$ cat src/mwm_pkg.sv
`default_nettype none
package mwm_pkg;

    // ==========================================
    // Units and widths
    // ==========================================
    // Deviation in 0.01 rev, temperature in deg C, voltage in 0.1 V,
    // speed in r/min, overload time in 0.1 s, travel in pulses.
    localparam int DEV_W   = 16;
    localparam int TEMP_W  = 8;
    localparam int VOLT_W  = 10;
    localparam int SPD_W   = 13;
    localparam int OVLT_W  = 9;
    localparam int POS_W   = 40;
    localparam int ANG_W   = 16;

    // ==========================================
    // Defaults and limits
    // ==========================================
    localparam logic [DEV_W-1:0]  DEV_ON_DEF   = 16'h012C;  // 3.00 rev
    localparam logic [DEV_W-1:0]  DEV_ON_MIN   = 16'h0001;  // 0.01 rev
    localparam logic [DEV_W-1:0]  DEV_ON_MAX   = 16'h7530;  // 300.00 rev
    localparam logic [DEV_W-1:0]  DEV_OFF_DEF  = 16'h2710;  // 100.00 rev
    localparam logic [TEMP_W-1:0] TEMP_MIN     = 8'h28;     // 40 C
    localparam logic [TEMP_W-1:0] TEMP_DEF     = 8'h55;     // 85 C
    localparam logic [VOLT_W-1:0] OVV_MIN      = 10'h096;   // 15.0 V
    localparam logic [VOLT_W-1:0] OVV_DEF      = 10'h276;   // 63.0 V
    localparam logic [VOLT_W-1:0] UNV_DEF      = 10'h0B4;   // 18.0 V
    localparam logic [OVLT_W-1:0] OVLT_MIN     = 9'h001;    // 0.1 s
    localparam logic [OVLT_W-1:0] OVLT_MAX     = 9'h12C;    // 30.0 s
    localparam logic [OVLT_W-1:0] OVLT_DEF     = 9'h032;    // 5.0 s
    localparam logic [SPD_W-1:0]  SPD_MIN      = 13'h0001;  // 1 r/min
    localparam logic [SPD_W-1:0]  SPD_MAX      = 13'h1388;  // 5000 r/min
    localparam logic [SPD_W-1:0]  SPD_DEF      = 13'h1194;  // 4500 r/min
    localparam logic [POS_W-1:0]  TRAVEL_LIM   = 40'h0080000000; // 2,147,483,648
    localparam logic [ANG_W-1:0]  OVL_ANG      = 16'h00B4;  // 1.80 deg in 0.01 deg

    // ==========================================
    // Timing
    // ==========================================
    localparam int CLK_MHZ       = 100;
    localparam int TICK_MS       = 100;  // One overload time step, 0.1 s
    localparam int TICK_CYC_DEF  = TICK_MS * 1000 * CLK_MHZ;
    localparam int TICK_W        = 24;

    // ==========================================
    // Carriers
    // ==========================================
    typedef struct packed {
        logic [DEV_W-1:0]  dev_on_lim;
        logic [DEV_W-1:0]  dev_off_lim;
        logic              auto_return_en;
        logic [TEMP_W-1:0] temp_lim;
        logic [VOLT_W-1:0] ovv_lim;
        logic [VOLT_W-1:0] unv_lim;
        logic [OVLT_W-1:0] ovl_time;
        logic [SPD_W-1:0]  spd_lim;
        logic              travel_chk_en;
        logic              current_ctrl_mode;
    } mwm_cfg_t;

    typedef struct packed {
        logic              energized;
        logic [DEV_W-1:0]  pos_dev;     // Magnitude, 0.01 rev
        logic [ANG_W-1:0]  pos_dev_ang; // Magnitude, 0.01 deg
        logic              cur_at_limit;
        logic [TEMP_W-1:0] temp;
        logic [VOLT_W-1:0] volt;
        logic [SPD_W-1:0]  speed;
        logic [POS_W-1:0]  travel;      // Magnitude from electrical home
        logic              res_sel;
        logic              gear_res_bad;
    } mwm_meas_t;

    typedef struct packed {
        logic dev_on;
        logic dev_off;
        logic overheat;
        logic overvolt;
        logic undervolt;
        logic overload;
        logic overspeed;
        logic op_data;
        logic gear;
    } mwm_warn_t;

    typedef enum logic [1:0] {
        MWM_OVL_IDLE = 2'b01,
        MWM_OVL_TIME = 2'b10
    } mwm_ovl_st_t;

endpackage : mwm_pkg

`default_nettype wire

$ cat src/mwm_ovl_timer.sv
`timescale 1ns/1ps
`default_nettype none

module mwm_ovl_timer
    import mwm_pkg::*;
#(
    parameter int TICK_CYC = TICK_CYC_DEF
)(
    input  wire logic              clk,
    input  wire logic              nrst,
    input  wire logic              load_high,
    input  wire logic [OVLT_W-1:0] limit,
    output var  logic              expired
);

    // ==========================================
    // Overload duration timer
    // ==========================================
    mwm_ovl_st_t       st_r,    st_nxt;
    logic [TICK_W-1:0] cyc_r,   cyc_nxt;
    logic [OVLT_W-1:0] steps_r, steps_nxt;
    logic              exp_r,   exp_nxt;
    logic [OVLT_W-1:0] lim_eff;

    // Clamp to the settable range so a zero limit cannot fire instantly
    always_comb
    begin
        if (limit < OVLT_MIN)
            lim_eff = OVLT_MIN;
        else if (limit > OVLT_MAX)
            lim_eff = OVLT_MAX;
        else
            lim_eff = limit;
    end

    always_comb
    begin
        st_nxt    = st_r;
        cyc_nxt   = cyc_r;
        steps_nxt = steps_r;
        exp_nxt   = 1'b0;
        case (st_r)
            MWM_OVL_IDLE:
            begin
                cyc_nxt   = '0;
                steps_nxt = '0;
                if (load_high)
                    st_nxt = MWM_OVL_TIME;
            end
            MWM_OVL_TIME:
            begin
                if (!load_high)
                begin
                    st_nxt    = MWM_OVL_IDLE;
                    cyc_nxt   = '0;
                    steps_nxt = '0;
                end
                else if (steps_r >= lim_eff)
                    exp_nxt = 1'b1;
                else if (cyc_r == TICK_W'(TICK_CYC - 1))
                begin
                    cyc_nxt   = '0;
                    steps_nxt = steps_r + OVLT_W'(1);
                    exp_nxt   = (steps_r + OVLT_W'(1)) >= lim_eff;
                end
                else
                    cyc_nxt = cyc_r + TICK_W'(1);
            end
            default:
            begin
                st_nxt    = MWM_OVL_IDLE;
                cyc_nxt   = '0;
                steps_nxt = '0;
            end
        endcase
    end

    always_ff @(posedge clk or negedge nrst)
    begin
        if (!nrst)
        begin
            st_r    <= MWM_OVL_IDLE;
            cyc_r   <= '0;
            steps_r <= '0;
            exp_r   <= 1'b0;
        end
        else
        begin
            st_r    <= st_nxt;
            cyc_r   <= cyc_nxt;
            steps_r <= steps_nxt;
            exp_r   <= exp_nxt;
        end
    end

    assign expired = exp_r;

endmodule // mwm_ovl_timer

`default_nettype wire

$ cat src/mwm_monitor.sv
// What this block does
// - Energized deviation over on-threshold warns
// - De-energized deviation over off-threshold warns, auto-return only
// - Temperature above limit raises overheat warning
// - Voltage above limit raises overvoltage warning
// - Voltage below lower limit raises undervoltage
// - Overload persisting configured time raises warning
// - Speed above limit raises overspeed warning
// - Resolution-select change while energized warns
// - Travel beyond control range warns when enabled
// - Gear resolution out of range warns
// - Any active warning asserts warning output
// - Overload: deviation 1.8 deg, or current limit instead in current-control mode
`timescale 1ns/1ps
`default_nettype none

module mwm_monitor
    import mwm_pkg::*;
#(
    parameter int TICK_CYC = TICK_CYC_DEF
)(
    input  wire logic               clk,
    input  wire logic               nrst,
    input  wire mwm_pkg::mwm_cfg_t  cfg,
    input  wire mwm_pkg::mwm_meas_t meas,
    output var  mwm_pkg::mwm_warn_t warn,
    output var  logic               warning_output
);

    // ==========================================
    // Threshold clamping
    // ==========================================
    logic [DEV_W-1:0]  dev_on_eff;
    logic [TEMP_W-1:0] temp_eff;
    logic [VOLT_W-1:0] ovv_eff;
    logic [SPD_W-1:0]  spd_eff;

    // Out-of-range settings are pinned to the nearest legal value;
    // off-deviation and undervoltage have no stated range and pass as set
    always_comb
    begin
        if (cfg.dev_on_lim < DEV_ON_MIN)
            dev_on_eff = DEV_ON_MIN;
        else if (cfg.dev_on_lim > DEV_ON_MAX)
            dev_on_eff = DEV_ON_MAX;
        else
            dev_on_eff = cfg.dev_on_lim;
    end

    always_comb
    begin
        if (cfg.temp_lim < TEMP_MIN)
            temp_eff = TEMP_MIN;
        else if (cfg.temp_lim > TEMP_DEF)
            temp_eff = TEMP_DEF;
        else
            temp_eff = cfg.temp_lim;
    end

    always_comb
    begin
        if (cfg.ovv_lim < OVV_MIN)
            ovv_eff = OVV_MIN;
        else if (cfg.ovv_lim > OVV_DEF)
            ovv_eff = OVV_DEF;
        else
            ovv_eff = cfg.ovv_lim;
    end

    always_comb
    begin
        if (cfg.spd_lim < SPD_MIN)
            spd_eff = SPD_MIN;
        else if (cfg.spd_lim > SPD_MAX)
            spd_eff = SPD_MAX;
        else
            spd_eff = cfg.spd_lim;
    end

    // ==========================================
    // Overload detection
    // ==========================================
    logic load_high;
    logic ovl_expired;

    always_comb
    begin
        if (cfg.current_ctrl_mode)
            load_high = meas.cur_at_limit;
        else
            load_high = (meas.pos_dev_ang >= OVL_ANG);
    end

    // Any lapse of the load restarts the timer, so bursts shorter
    // than the set time never warn
    mwm_ovl_timer #(
        .TICK_CYC (TICK_CYC)
    ) u_ovl_timer (
        .clk       (clk),
        .nrst      (nrst),
        .load_high (load_high),
        .limit     (cfg.ovl_time),
        .expired   (ovl_expired)
    );

    // ==========================================
    // Resolution-select change tracking
    // ==========================================
    // The change flag holds while energized and clears at current off,
    // otherwise a single glitch would leave no visible warning.
    // First sample after reset only loads the old level, so a select
    // held high through reset is not taken for a change.
    logic res_prev_r, res_prev_nxt;
    logic res_seen_r, res_seen_nxt;
    logic res_chg_r,  res_chg_nxt;

    always_comb
    begin
        res_prev_nxt = meas.res_sel;
        res_seen_nxt = 1'b1;
        res_chg_nxt  = res_chg_r;
        if (!meas.energized)
            res_chg_nxt = 1'b0;
        else if (res_seen_r && (meas.res_sel != res_prev_r))
            res_chg_nxt = 1'b1;
    end

    always_ff @(posedge clk or negedge nrst)
    begin
        if (!nrst)
        begin
            res_prev_r <= 1'b0;
            res_seen_r <= 1'b0;
            res_chg_r  <= 1'b0;
        end
        else
        begin
            res_prev_r <= res_prev_nxt;
            res_seen_r <= res_seen_nxt;
            res_chg_r  <= res_chg_nxt;
        end
    end

    // ==========================================
    // Threshold comparators
    // ==========================================
    logic dev_on_hit;
    logic dev_off_hit;
    logic heat_hit;
    logic ovv_hit;
    logic unv_hit;
    logic spd_hit;
    logic travel_hit;

    // Strict compares: a reading equal to its limit is still legal
    // Travel is a magnitude, so one compare covers both directions
    always_comb
    begin
        dev_on_hit  = meas.energized && (meas.pos_dev > dev_on_eff);
        dev_off_hit = !meas.energized && cfg.auto_return_en
                      && (meas.pos_dev > cfg.dev_off_lim);
        heat_hit    = meas.temp > temp_eff;
        ovv_hit     = meas.volt > ovv_eff;
        unv_hit     = meas.volt < cfg.unv_lim;
        spd_hit     = meas.speed > spd_eff;
        travel_hit  = cfg.travel_chk_en && (meas.travel > TRAVEL_LIM);
    end

    // ==========================================
    // Warning evaluation
    // ==========================================
    mwm_warn_t warn_r, warn_nxt;

    // Recomputed every cycle, so each bit but the held select-change part of op_data drops with its cause
    always_comb
    begin
        warn_nxt.dev_on    = dev_on_hit;
        warn_nxt.dev_off   = dev_off_hit;
        warn_nxt.overheat  = heat_hit;
        warn_nxt.overvolt  = ovv_hit;
        warn_nxt.undervolt = unv_hit;
        warn_nxt.overload  = ovl_expired;
        warn_nxt.overspeed = spd_hit;
        warn_nxt.op_data   = res_chg_nxt || travel_hit;
        // Gear range is judged upstream; only registered here
        warn_nxt.gear      = meas.gear_res_bad;
    end

    always_ff @(posedge clk or negedge nrst)
    begin
        if (!nrst)
            warn_r <= '0;
        else
            warn_r <= warn_nxt;
    end

    // ==========================================
    // Warning output
    // ==========================================
    logic out_r, out_nxt;

    // Built from the next warning set, not the registered one, so the
    // output rises in the same cycle as the bit that causes it
    always_comb
    begin
        out_nxt = |warn_nxt;
    end

    always_ff @(posedge clk or negedge nrst)
    begin
        if (!nrst)
            out_r <= 1'b0;
        else
            out_r <= out_nxt;
    end

    assign warn           = warn_r;
    assign warning_output = out_r;

endmodule // mwm_monitor

`default_nettype wire

$ cat config.mk
export PLATFORM = sky130hd
export DESIGN_NAME = mwm_monitor
export DESIGN_NICKNAME = d
export VERILOG_FILES = /design/src/mwm_pkg.sv /design/src/mwm_ovl_timer.sv /design/src/mwm_monitor.sv
export SDC_FILE = /design/constraint.sdc
export NUM_CORES = 1
export LEC_CHECK = 0
export ABC_AREA = 1
export BUFFER_PORTS_ARGS = -buffer_cell sky130_fd_sc_hd__buf_4
export CAP_MARGIN = 5
export CORE_UTILIZATION = 35
export CTS_BUF_LIST = sky130_fd_sc_hd__clkbuf_8
export DETAILED_ROUTE_END_ITERATION = 8
export GPL_TIMING_DRIVEN = 0
export SLEW_MARGIN = 20
export SYNTH_ARGS = -nofsm -noshare
export SYNTH_HDL_FRONTEND = slang
export SYNTH_SLANG_ARGS = --single-unit
$ cat constraint.sdc
create_clock -name clk -period 2.6 [get_ports clk]
set_input_delay 0.52 -clock clk [delete_from_list [all_inputs] [get_ports clk]]
set_output_delay 0.52 -clock clk [all_outputs]
set_load 0.05 [all_outputs]
* Word level (Yosys, flattened, before mapping)
Cells that the tools add are included.
Widths: inputs -> output; s select.
** Storage, ports and cells
- Word-level logic and storage cells :: 85
- Bits of input ports :: 194
- Register bits after elaboration :: 49
- Output and inout bits :: 10
** Operators by class
- Add/sub/neg operators :: 2
- $lt $le $gt $ge :: 20
- Reductions and logical operators :: 10
- Equal/unequal tests :: 8
- Muxes and demuxes :: 28
** Operator list (count)
- $mux 24 :: 4
- $mux 9 :: 6
- $gt 40x32->1 const B :: 1
- $gt 16x16->1 :: 2
- $mux 16 :: 2
- $mux 13 :: 2
- $add 24x1->24 const B :: 1
- $eq 24x24->1 const B :: 1
- $mux 10 :: 2
- $ge 9x9->1 :: 2
- $ge 16x8->1 const B :: 1
- $gt 16x15->1 const B :: 1
- $lt 16x1->1 const B :: 1
- $mux 8 :: 2
- $gt 13x13->1 :: 1
- $gt 13x13->1 const B :: 1
- $lt 13x1->1 const B :: 1
- $gt 10x10->1 :: 1
- $gt 10x10->1 const B :: 1
- $lt 10x10->1 :: 1
- $lt 10x8->1 const B :: 1
- $add 9x1->9 const B :: 1
- $gt 9x9->1 const B :: 1
- $lt 9x1->1 const B :: 1
- 17 further kinds :: 30

* Logic depth before layout (Yosys ltp)
- Word-level depth :: 8
- Gate-level depth with buffers :: 18
- Depth with buffers taken out :: 18

* By module
Synthesis repeated with hierarchy kept, for this count alone.
** Unflattened totals
- Cells, all modules :: 917
- Area, all modules :: 6014.5 µm²
** Modules (own cells, without submodules)
- mwm_monitor :: times used 1, seq. area each 325.3 µm², cells an instance 489, area an instance 3027.9 µm²
- mwm_ovl_timer :: times used 1, seq. area each 902.1 µm², cells an instance 428, area an instance 2986.6 µm²

* Worst setup path after synthesis
No wires, ideal clock.
- Path type :: input to register
- Start :: in cfg[16] (netlist name)
- End :: reg u_ovl_timer.cyc_r[10]
- Required time :: 2.535 ns
- Stages on the path :: 15
- Slack :: -0.044 ns
- Setup time :: 0.065 ns
- Arrival :: 2.579 ns
- Path buffers :: 2
- Cell sequence :: or2_2 -> nor3_1 -> nand3b_1 -> inv_1 -> nor2_1 -> ha_1 -> a21oi_1 -> o21ai_0 -> nand2_1 -> nand4_1 -> nand2_1 -> buf_4 -> buf_2 -> nand3_1 -> nand2_1
** On the way
- Cells in the longest elaborated chain, start to end :: 5
- Elaborated cells on any way between the ends :: 6
- Those cells by class :: order compare: 3; eq/ne: 1; mux: 2
** Ends and longest elaborated chain
- start, declared :: RTL line mwm_monitor.sv:24 : input wire mwm_pkg::mwm_cfg_t cfg,
- $gt 9x9->1 :: RTL line mwm_ovl_timer.sv:30 : else if (limit > OVLT_MAX)
- $mux 9 :: RTL line mwm_ovl_timer.sv:30
- $mux 9 (*) :: RTL line mwm_ovl_timer.sv:28 : if (limit < OVLT_MIN)
- $ge 9x9->1 (*) :: RTL line mwm_ovl_timer.sv:58 : else if (steps_r >= lim_eff)
- $ne 3x3->1 (no line) (*)
- end signal, assigned :: RTL line mwm_ovl_timer.sv:90 : cyc_r <= cyc_nxt;
- end, declared :: RTL line mwm_ovl_timer.sv:20 : logic [TICK_W-1:0] cyc_r, cyc_nxt;
Every way passes the cells marked *; elsewhere a longest branch is shown, timed or not.
A chain may end at the register's enable or synchronous reset.

* Worst setup path in the final report
- Start :: in cfg[15] (netlist name)
- End :: reg u_ovl_timer.cyc_r[21]
The elaborated chain is that of the path after synthesis.

==> impl_metrics.toml <==
[yosys]
synth-seq-area-share = 0.205
synth_compound_gate_area_share = 0.0913
netlist.area_leader.share = 0.201
synth_simple_gate_area_frac = 0.382
syn_area_per_cell_um2 = 6.45
synthCells = 928
post_synth_instance_area_um2 = 5990
synth.ff_latch_count = 49
synth_cell_type_count = 45
async_reset_ff_frac = 1.00
main_combinational_cell_family_by_area_after_synthesis = "simple AND/OR/NAND/NOR gates"
yosysTopAreaCell = "dfrtp_1"
number_of_synthesized_flops_with_an_enable_pin = 0
yosysWarnings = 0
synth_fa_ha_area_frac = 0.194
synth_mux_area_frac = 0
synth_top_cells_by_area = "dfrtp_1, ha_1, nand2_1, inv_1, nor2_1"
synth_xor_xnor_area_share = 0.0263
dominantRegCellSynth = "dfrtp_1"

[clock_tree]
cts.reportedPaths.clkPinSlew_ps = 100
clk_path_buf_depth = 2
clock-root-buffer = "clkbuf_8"
tritoncts_clock_tree = "built"
cts.hold.buffers_added = 0
cts_made_buffers = 5
numClockSinks = 49
htree_levels = 2
clkLatencyLatePin_ps = 310

[finish]
final_common_cell = "nand2_1"
multiInputGateArea_um2 = 4400
design_area_um2 = 8320
final_standard_cell_count_with_taps_included_and_fillers_excluded = 1370
area.sequential_um2 = 1230
fillers = 1739
fin_nets = 1436
layout-drive-gt1-share = 0.265
share_of_the_core_filled_with_cells_in_the_final_layout = 0.500
layout_common_cells = "nand2_1, buf_4, inv_1"
syn_to_final_growth_pct = 39.0
n_antenna_cell = 0

[global_routing]
global_route.overflow_total = 0
global_route.usage.total = 0.202
largest_net_degree_at_the_start_of_global_routing = 50
grt_first_pass_wirelength_um = 29500
grt_antenna_before_repair = 0
via_count_of_the_first_global_routing_pass = 6305

[floorplanning]
ioPinCount = 204
initial_core_util = 0.360
floorplan.core_area_um2 = 16600
die_area_um2 = 17600
die_h_um = 133
floorplan.rows = 47
die_width_um = 133

[place]
post_dp_cell_area_um2 = 7790
place.gp.congestion = 0.921
post-place-cells = 1351
input_output_buffers = 201
dp.final_hpwl_um = 14800

[drt]
num_vias = 6463
route.antenna.remaining_nets = 0
postRouteWirelength_um = 17500
drc = 0
avgViaCountPerCell = 4.72
first_pass_iters = 5
routedWlPerCell_um = 12.8
detailedRoute.firstIterationViolations = 247

[worst_setup_path]
worstPathArrival_ps = 2940
cp.required_ps = 2850
crit_path_max_incr_delay_ps = 280
worstPathCellList = "buf_6 > or2_4 > nor3_2 > nand3b_1 > inv_2 > nor2_4 > ha_4 > a21oi_2 > o21ai_1 > nand2_1 > nand4_1 > nand2_2 > buf_8 > buf_12 > buf_8 > nand3_1 > nand2_1"
timing.critical_path.fanout_max = 5
timing.critical_path.to_type = "flop"
cpMaxStageDelayCell = "nand3b_1"
worst_setup_path_start_kind = "primary input"
timing.setup.critical_path_class = "in2reg"

[power]
p_leak_nw = 4.48
ir_drop_mv = 0.237
power_per_cell_area_nw_per_um2 = 281

[run_status]
violations = "setup timing"
outcome = "finished with violations"

[sta]
worstMarginPinSlew_ps = 617
report.final.hold_viol_count = 0
post-route-worst-setup-slack_ps = -83.1
clock_skew_ps = 7.46
max_freq_mhz = 373
final_max_slew_viol_count = 0
period_minus_slack_ps = 2680
setup_viol = 22
timing.max_slew.rel_slack = 0.589
tcrit_tclk_final = 1.03
rsz0062_at_grt = "yes"
final.setup.tns_ps = -977

[worst_hold_path]
timing.hold.worst.class = "in2async"

[job]
maxCapViolations = 0
where the power goes:
part / internal, W / leakage (nW) / switching, W / total, W
combinational: 0.000415 / 3.77 / 0.000516 / 0.000931
clock: 0.000313 / 0.0574 / 0.000276 / 0.000589
sequential: 0.000802 / 0.654 / 0.0000189 / 0.000821
total: 0.00153 / 4.48 / 0.000811 / 0.00234
Yosys cell counts (4+ instances only):
| cell type | count |
|---|---|
| nand2_1 | 247 |
| inv_1 | 144 |
| nor2_1 | 123 |
| ha_1 | 93 |
| nand3_1 | 59 |
| dfrtp_1 | 48 |
| a21oi_1 | 44 |
| o21ai_0 | 30 |
| nor3_1 | 24 |
| nand4_1 | 23 |
| xor2_1 | 15 |
| nand3_2 | 9 |
| nor4_1 | 9 |
| buf_2 | 4 |
| nand3b_1 | 4 |
kinds of logic after synthesis:
kind of cell / after synthesis
adders and majority gates: 93
other: 1
and+or+nand+nor: 512
AOI/OAI and AO/OA: 98
DFF: 49
xor gates and xnor gates: 18
buffers and inverters: 157
area by class of cell:
class | instances | area share
Buffer | 9 | 0.0111
Clock buffer | 6 | 0.00992
Clock inverter | 2 | 0.00451
Tap cell | 220 | 0.0331
Inverter | 148 | 0.0671
Multi-Input combinational cell | 724 | 0.528
Timing Repair Buffer | 212 | 0.198
Sequential cell | 49 | 0.147
stage by stage:
| stage | hold WS (ps) | total power [W] | setup WS [ps] |
|---|---|---|---|
| global route | 279 | 0.00250 | -190 |
| detailed placement | 367 | 0.00171 | -624 |
| CTS | 243 | 0.00233 | 3.10 |
| finish | 214 | 0.00234 | -83.1 |
| global placement | 376 | 0.00170 | -628 |
| floorplan | 224 | 0.00129 | 15.6 |
what timing repair did:
item | in CTS | in global routing
setup buffers | 9 | 2
endpoints found under the setup margin | 31 | 36
pin swaps | 14 | 13
resized for setup | 41 | 47
cloned | 1 | 0
per-layer routing:
layer / global-route usage / routed length [µm]
met1: 0.261 / 7910
met4: 0.0556 / 343
met5: 0 / 0
met2: 0.345 / 8400
met3: 0.0341 / 891
worst paths after layout:
kind,slack (ps),to,cells after the start,start
hold / removal,210,u_ovl_timer.steps_r[7]$_DFFE_PN0P_,1,nrst
setup reg to reg,220,u_ovl_timer.expired$_DFF_PN0_,14,u_ovl_timer.steps_r[0]$_DFFE_PN0P_
min in group clk,320,warn[0]$_DFF_PN0_,1,meas[0]
hold reg to reg,400,warn[3]$_DFF_PN0_,0,u_ovl_timer.expired$_DFF_PN0_
max in group asynchronous,1970,u_ovl_timer.cyc_r[9]$_DFFE_PN0P_,1,nrst
setup / recovery,-80,u_ovl_timer.cyc_r[21]$_DFFE_PN0P_,17,cfg[15]
worst max-delay path: cells and delay by family:
family | cells | cell delay (ps)
adder cells (fa/ha/maj) | 1 | 220
AND/OR/NAND/NOR | 9 | 1400
AO/OA/AOI/OAI | 2 | 200
buffers and inverters | 5 | 590
registers in the layout (all words and copies together) (netlist names):
register / cells
u_ovl_timer.cyc_r: 24
u_ovl_timer.steps_r: 9
warn: 9
u_ovl_timer.st_r: 2
res_chg_r: 1
res_prev_r: 1
res_seen_r: 1
u_ovl_timer.expired: 1
warning_output: 1
Note: power is estimated with default switching activity, not from simulation.
